<file path="src/hw/left_adc_mux_cfg.svh">
// Register offsets, field positions, reset values and step timing for the left ADC input mux control.
`ifndef LEFT_ADC_MUX_CFG_SVH
`define LEFT_ADC_MUX_CFG_SVH
`define LAM_ADDR_W 8
`define LAM_OFS_LINE_ONE 8'h13
`define LAM_OFS_LINE_TWO 8'h14
`define LAM_CFG_SEL_BIT 7
`define LAM_LEVEL_HI 6
`define LAM_LEVEL_LO 3
`define LAM_POWER_BIT 2
`define LAM_BIAS_BIT 2
`define LAM_STEP_HI 1
`define LAM_STEP_LO 0
`define LAM_LEVEL_OFF 4'hF
`define LAM_LEVEL_MAX 4'h8
`define LAM_RST_LINE_ONE 8'h78
`define LAM_RST_LINE_TWO 8'h78
`define LAM_RSVD_MASK_TWO 8'hFC
`define LAM_STEP_EVERY_FS 2'h0
`define LAM_STEP_EVERY_TWO_FS 2'h1
`define LAM_ATTEN_STEP_TENTH_DB 15
`endif

</file>
<file path="src/hw/left_adc_mux_pkg.sv">
// Types for the left ADC input mux control block.
package left_adc_mux_pkg;
  // Live state of one line input as seen by the analog mixer.
  typedef struct packed {
    logic attached;
    logic differential;
    logic [3:0] level;
  } input_path_s;
  typedef enum logic [1:0] {STEP_ONE_FS, STEP_TWO_FS, STEP_OFF} step_rate_e;
endpackage

</file>
<file path="src/hw/left_adc_input_mux_control.sv">
// Two configuration registers steering line inputs into the left ADC gain mixer.
// Operation
// - Level codes 0 to 8 give 0 dB down to 12 dB in 1.5 dB steps.
// - Code 1111 detaches the input; any valid code attaches it automatically.
// - First register bit 2 powers the left ADC up when set; reset off.
// - First register bits 1:0 pick soft-step rate: per Fs, per two Fs, off.
// - Second register bit 7 selects differential input two; reset single-ended.
// - Second register bit 2 weakly biases unselected inputs to common mode.
// - Second register bits 1:0 are reserved, read zero, written zero.
// - First register bit 7 selects differential input one; reset single-ended.
//
// Implementation choice: the plain strobed port.
`include "left_adc_mux_cfg.svh"
module left_adc_input_mux_control (
  // Clock and reset.
  input wire logic core_clk,
  input wire logic rst_n,
  // Register port.
  input wire logic [`LAM_ADDR_W-1:0] regAddr,
  input wire logic [7:0] regWrData,
  input wire logic regWrite,
  input wire logic regRead,
  output logic [7:0] regRdData,
  // Sample-rate tick, one cycle per Fs.
  input wire logic sampleTick,
  // Analog control outputs.
  output left_adc_mux_pkg::input_path_s lineOnePath,
  output left_adc_mux_pkg::input_path_s lineTwoPath,
  output logic [7:0] lineOneAttenTenthDb,
  output logic [7:0] lineTwoAttenTenthDb,
  output logic adcPowerUp,
  output logic commonModeBias
);

  // Attenuation in tenths of a dB for a level code; 1.5 dB per code.
  function automatic logic [7:0] attenOf(input logic [3:0] code);
    attenOf = 8'(code * `LAM_ATTEN_STEP_TENTH_DB);
  endfunction

  // Move an applied code one step toward its target.
  function automatic logic [3:0] stepToward(input logic [3:0] cur, input logic [3:0] tgt);
    if (cur < tgt) begin
      stepToward = cur + 4'h1;
    end else if (cur > tgt) begin
      stepToward = cur - 4'h1;
    end else begin
      stepToward = cur;
    end
  endfunction

  logic [7:0] regOne_r;
  logic [7:0] regTwo_r;
  logic [3:0] appliedOne_r;
  logic [3:0] appliedTwo_r;
  logic halfTick_r;
  logic [7:0] rdData_r;

  // Address decode.
  wire logic hitOne = (regAddr == `LAM_OFS_LINE_ONE);
  wire logic hitTwo = (regAddr == `LAM_OFS_LINE_TWO);
  wire logic [3:0] tgtOne = regOne_r[`LAM_LEVEL_HI:`LAM_LEVEL_LO];
  wire logic [3:0] tgtTwo = regTwo_r[`LAM_LEVEL_HI:`LAM_LEVEL_LO];
  wire logic [1:0] stepSel = regOne_r[`LAM_STEP_HI:`LAM_STEP_LO];

  // Step rate decode; codes 10 and 11 disable stepping.
  wire left_adc_mux_pkg::step_rate_e stepRate = (stepSel == `LAM_STEP_EVERY_FS) ? left_adc_mux_pkg::STEP_ONE_FS :
    (stepSel == `LAM_STEP_EVERY_TWO_FS) ? left_adc_mux_pkg::STEP_TWO_FS : left_adc_mux_pkg::STEP_OFF;
  wire logic stepNow = sampleTick &&
    ((stepRate == left_adc_mux_pkg::STEP_ONE_FS) || (stepRate == left_adc_mux_pkg::STEP_TWO_FS && halfTick_r));
  wire logic stepOff = (stepRate == left_adc_mux_pkg::STEP_OFF);

  // Applied codes: detach, attach and any change with stepping off act at once; other gain changes walk.
  // A move out of or into the detached code is never walked, since the
  // mixer has no meaningful gain while the input is off.
  wire logic [3:0] appliedOneNxt = (stepOff || tgtOne == `LAM_LEVEL_OFF || appliedOne_r == `LAM_LEVEL_OFF) ? tgtOne :
    stepNow ? stepToward(appliedOne_r, tgtOne) : appliedOne_r;
  wire logic [3:0] appliedTwoNxt = (stepOff || tgtTwo == `LAM_LEVEL_OFF || appliedTwo_r == `LAM_LEVEL_OFF) ? tgtTwo :
    stepNow ? stepToward(appliedTwo_r, tgtTwo) : appliedTwo_r;

  // Read mux; reserved bits of the second register read zero.
  wire logic [7:0] rdNxt = !regRead ? 8'h00 : hitOne ? regOne_r :
    hitTwo ? (regTwo_r & `LAM_RSVD_MASK_TWO) : 8'h00;

  // Register writes; reserved bits of the second register never store.
  always_ff @(posedge core_clk or negedge rst_n) begin
    if (!rst_n) begin
      regOne_r <= `LAM_RST_LINE_ONE;
      regTwo_r <= `LAM_RST_LINE_TWO;
    end else if (regWrite && hitOne) begin
      regOne_r <= regWrData;
    end else if (regWrite && hitTwo) begin
      regTwo_r <= regWrData & `LAM_RSVD_MASK_TWO;
    end
  end

  // Applied gain, divide-by-two phase and read data.
  always_ff @(posedge core_clk or negedge rst_n) begin
    if (!rst_n) begin
      appliedOne_r <= `LAM_LEVEL_OFF;
      appliedTwo_r <= `LAM_LEVEL_OFF;
      halfTick_r <= 1'b0;
      rdData_r <= 8'h00;
    end else begin
      appliedOne_r <= appliedOneNxt;
      appliedTwo_r <= appliedTwoNxt;
      halfTick_r <= sampleTick ? !halfTick_r : halfTick_r;
      rdData_r <= rdNxt;
    end
  end

  // Outputs toward the analog mixer.
  assign regRdData = rdData_r;
  assign lineOnePath = '{attached: (appliedOne_r != `LAM_LEVEL_OFF),
    differential: regOne_r[`LAM_CFG_SEL_BIT], level: appliedOne_r};
  assign lineTwoPath = '{attached: (appliedTwo_r != `LAM_LEVEL_OFF),
    differential: regTwo_r[`LAM_CFG_SEL_BIT], level: appliedTwo_r};
  assign lineOneAttenTenthDb = attenOf(appliedOne_r);
  assign lineTwoAttenTenthDb = attenOf(appliedTwo_r);
  assign adcPowerUp = regOne_r[`LAM_POWER_BIT];
  assign commonModeBias = regTwo_r[`LAM_BIAS_BIT];

endmodule // left_adc_input_mux_control

</file>
<file path="config.mk">
export PLATFORM = sky130hd
export DESIGN_NAME = left_adc_input_mux_control
export DESIGN_NICKNAME = d
export VERILOG_FILES = /design/src/hw/left_adc_mux_pkg.sv /design/src/hw/left_adc_input_mux_control.sv
export VERILOG_INCLUDE_DIRS = /design/src /design/src/hw
export SDC_FILE = /design/constraint.sdc
export NUM_CORES = 1
export LEC_CHECK = 0
export ABC_CLOCK_PERIOD_IN_PS = 4200
export BUFFER_PORTS_ARGS = -buffer_cell sky130_fd_sc_hd__buf_2
export CAP_MARGIN = 15
export CORE_UTILIZATION = 54
export DETAILED_ROUTE_END_ITERATION = 10
export PLACE_DENSITY = 0.81
export SETUP_SLACK_MARGIN = 0.3
export SYNTH_ARGS = -nofsm -noshare
export SYNTH_HDL_FRONTEND = slang
export SYNTH_SLANG_ARGS = --single-unit
</file>
<file path="constraint.sdc">
create_clock -name core_clk -period 4.2 [get_ports core_clk]
set_clock_uncertainty 0.15 [all_clocks]
set_input_delay 0.84 -clock core_clk [delete_from_list [all_inputs] [get_ports core_clk]]
set_output_delay 0.84 -clock core_clk [all_outputs]
set_load 0.03 [all_outputs]
</file>
After elaboration in Yosys (flattened, before gate mapping):

Index checks and enable logic that the tools add are counted.

* register bits after elaboration: 31
* input port bits: 21
* output and inout bits: 38
* logic and storage cells: 60

* $add $sub $neg: 4
* multipliers: 2
* order comparisons: 4
* eq/ne operators: 11
* multiplexer cells: 13
* bitwise logic cells: 1
* reductions and logical operators: 19

Operator list (number)
* 2-to-1 mux 4 bit: 8
* 2-to-1 mux 8 bit: 3
* equality test 4 bit (second input constant): 4
* equality test 8 x 5 -> 1 bit (second input constant): 2
* multiplier 4 x 4 -> 8 bit (second input constant): 2
* adder 4 x 1 -> 4 bit (second input constant): 2
* > comparator 4 bit: 2
* < comparator 4 bit: 2
* != test 4 bit (second input constant): 2
* subtractor 4 x 1 -> 4 bit (second input constant): 2
* AND reduction 2 bit: 3
* nonzero test 3 bit: 2
* logical OR 1 bit: 5
* equality test 2 x 1 -> 1 bit (second input constant): 2
* logical AND 1 bit: 4
* logical NOT 2 bit: 2
* 2-to-1 mux 2 bit: 2
* nonzero test 2 bit: 2
* equality test 2 bit (second input constant): 1
* logical NOT 1 bit: 1
* NOT 1 bit: 1

Logic depth before layout (Yosys ltp):

* depth after elaboration: 9
* mapped depth: 11
* depth with buffers taken out: 11

Least setup slack after synthesis:

Ideal clock, no wire load.

* path kind: register -> output
* start point: reg appliedOne_r[2]
* end point: out lineOneAttenTenthDb[7]
* arrival time: 2.869 ns
* data required time: 3.210 ns
* path slack: 0.341 ns
* stages on the path, launching flop included: 9
* buffers on the path: 0
* cell sequence: dfstp_2 -> fa_1 -> fa_1 -> ha_1 -> a21o_1 -> a21oi_1 -> o21bai_1 -> a21oi_1 -> xnor2_1

* longest elaborated chain between the ends: 1

RTL lines
* start, declared: line left_adc_input_mux_control.sv:53 `logic [3:0] appliedOne_r;`
* start signal, assigned: line left_adc_input_mux_control.sv:99 `` appliedOne_r <= `LAM_LEVEL_OFF; ``
* start signal, assigned: line left_adc_input_mux_control.sv:104 `appliedOne_r <= appliedOneNxt;`
* multiplier 4 x 4 -> 8 bit (no line)
* end, declared: line left_adc_input_mux_control.sv:29 `output logic [7:0] lineOneAttenTenthDb,`

Every way passes these cells.

Final worst setup path:

* start point: reg appliedOne_r[1]
* end point: out lineOneAttenTenthDb[7]

The elaborated chain is that of the path after synthesis.

==> flow_metrics.env <==
export IMPL_antenna_left=0
export IMPL_root_buffer="clkbuf_8"
export IMPL_clockBufferDepth=2
export IMPL_antenna_found_initial=0
export IMPL_rows=24
export IMPL_ys_flop_type="dfstp_2"
export IMPL_htree_num_levels=2
export IMPL_ioPinCount=59
export IMPL_ys_seq_area_share_pct=32.78
export IMPL_synth_edf_count=0
export IMPL_ys_ff_latch=31
export IMPL_route_vias_total=1858
export IMPL_ys_warn_count=0
export IMPL_drtIter0Drc=61
export IMPL_cts_buffers_inserted=5
export IMPL_ys_top_cells_by_area="ha_1, dfstp_2, dfrtp_1, fa_1, mux2_2"
export IMPL_start_util_pct=56.13
export IMPL_clock_sink_count=31
export IMPL_r2r_start="appliedTwo_r[0]"
export IMPL_fmax_ghz=0.2512
export IMPL_layout_nets=362
export IMPL_hold_class="flip-flop to flip-flop"
export IMPL_synth_area_per_cell_um2=11.03
export IMPL_worst_slew_pin_slew_ps=679.3
export IMPL_met3_usage_pct=5.848
export IMPL_wl_per_cell_um=14.65
export IMPL_hold_violations=0
export IMPL_grt_pass1_wl_mm=8.328
export IMPL_setup_violations=0
export IMPL_cap_violations=0
export IMPL_core_area_mm2=0.004324
export IMPL_grt_use_met1_pct=25.74
export IMPL_worst_path_max_fanout=4
export IMPL_first_pass_iters=4
export IMPL_die_h_um=69.05
export IMPL_gr_usage_all_layers_pct=21.65
export IMPL_port_buffer_count=58
export IMPL_reg2regPathDepth=12
export IMPL_cts_tree="done"
export IMPL_fillers=320
export IMPL_cts_clk_slew_worst_paths_ps=70
export IMPL_routed_wl_mm=5.098
export IMPL_crit_arrival_ps=2990
export IMPL_die_x_um=69.05
export IMPL_critPathLaunch="appliedOne_r[1]"
export IMPL_end_kind="output port"
export IMPL_grt_util_met2_pct=38.73
export IMPL_grt_max_degree=32
export IMPL_setup_tns_ps=0
export IMPL_hpwl_mm=3.669
export IMPL_crit_path_start_kind="flip-flop"
export IMPL_synth_commonest_cells="ha_1, inv_1, dfstp_2"
export IMPL_synth_top_cell_area_share_pct=17.53
export IMPL_die_area_mm2=0.004767
export IMPL_fin_crit_ps=3981
export IMPL_synthCells=220
export IMPL_drive_gt1_share_pct=44.26
export IMPL_synthToLayoutAreaGrowth_pct=27.01
export IMPL_multiInputGateArea_mm2=0.001580
export IMPL_overflow=0
export IMPL_drc_errors=0
export IMPL_postSynth_asyncResetShare_pct=100.0
export IMPL_cts_hold_buf=0
export IMPL_grt_pass1_vias=1895
export IMPL_yosys_cell_count_top_type="ha_1"
export IMPL_cpPeakStageDelay_ps=580
export IMPL_cp_depth=9
export IMPL_slew_headroom_pct=54.71
export IMPL_viasPerCell=5.339
export IMPL_cp_required_ps=3210
export IMPL_crit_family="adder cells"
export IMPL_period_share_pct=94.78
export IMPL_report_final_slew_viol_count=0
export IMPL_synth_fp_nets=287
export IMPL_seqCellArea_um2=795.8
export IMPL_insertion_delay_ps=280
export IMPL_syn_area_mm2=0.002427
export IMPL_cpMaxStageDelayCell="dfstp_2"
export IMPL_path_cells="fa_1, fa_2, ha_4, a21o_1, a21oi_2, o21bai_1, a21oi_1, xnor2_1, buf_4"
export IMPL_synth_distinct_cells=41
export IMPL_yosys_area_top_type="ha_1"
export IMPL_rsz0062_at_grt="true"
export IMPL_gp_congestion=0.8630
export IMPL_n_antenna_cell=0
export IMPL_whs_path_depth=1
export IMPL_path_buf_inv=1
export IMPL_status="complete, no violations"
export IMPL_busiest_layer="met2"
export IMPL_worstSetupPathType="flip-flop to output port"
export IMPL_hp_start="halfTick_r"
-- placed cells by master (no fill, tap or decap), drive strengths merged, types with 2 or more instances in the layout --
cell type  instances
nor4               2
and3               2
nand2             10
fa                12
ha                34
a22o               6
mux2i              2
dfrtp             15
xnor2              9
inv               25
and2               2
nand4              4
o21ai              8
mux2              14
o21bai             2
clkbuf             6
a21o               6
nor2               7
buf               74
nand2b             2
a21oi             16
dfstp             16
xor2               6
nand3              3
-- through the flow --
step | util [%] | instance area [µm²] | setup slack (ps) | hold slack [ps] | cells
final | 71.30 | 3083 | 219.4 | 323.3 | 348
after global routing | 71.30 | 3083 | 135.0 | 354.7 | 348
after detailed placement | 63.48 | 2745 | 303.0 | 320.6 | 324
after global placement | 63.48 | 2745 | 405.2 | 308.9 | 324
after CTS | 68.52 | 2963 | 197.1 | 331.5 | 343
after floorplan | - | 2427 | 340.5 | 292.3 | 220
-- worst register-to-register path: stages, from the launching register on --
cell     delay, ps
dfstp_2        550
buf_4          140
inv_1           70
ha_1           200
inv_1           80
a21oi_1         70
o21ai_0        490
ha_1           340
a21o_1         150
a21oi_1        170
xor2_1         120
o21a_1         200
o31a_1         270
-- routing by layer --
metal / wire (µm) / share of wire (%)
met5: 0 / 0
met4: 94 / 1.8
met3: 239 / 4.7
met2: 2644 / 52
met1: 2119 / 42
-- cell families after synthesis --
logic type      share of synthesized area, %
simple gates                           8.918
fa+ha+maj                              27.42
compound gates                         12.73
buf+inv                                5.412
flops                                  32.78
mux                                    7.320
xor+xnor                               5.413
-- worst paths after layout --
| kind | endpoint | slack [ps] |
|---|---|---|
| hold reg to reg | halfTick_r | 320 |
| setup reg to reg | appliedTwo_r[3] | 1140 |
| hold / removal | halfTick_r | 320 |
| max in group asynchronous | regRdData[3] | 3010 |
| setup / recovery | lineOneAttenTenthDb[7] | 220 |
| min in group asynchronous | regTwo_r[2] | 450 |
-- cell type report --
class | count | area share, %
clock buffer | 6 | 2.679
clock inverter | 2 | 1.136
inverter | 25 | 3.044
multi-input combinational | 158 | 51.26
sequential | 31 | 25.81
tap | 52 | 2.110
timing repair buffer | 74 | 13.96
-- timing repair --
item | CTS | global route
buffers inserted | 11 | 5
pin swaps | 12 | 7
resized for setup | 6 | 13
endpoints found under the setup margin | 5 | 6
cloned | 0 | 0
-- sequential cells by signal, summed over array words and instances (netlist names) --
register	count
appliedOne_r	4
appliedTwo_r	4
halfTick_r	1
regOne_r	8
regRdData	8
regTwo_r	6
Power is left out: the tool's default activity adds up to more than one toggle a clock period on the data nets, which glitch-free logic cannot reach.
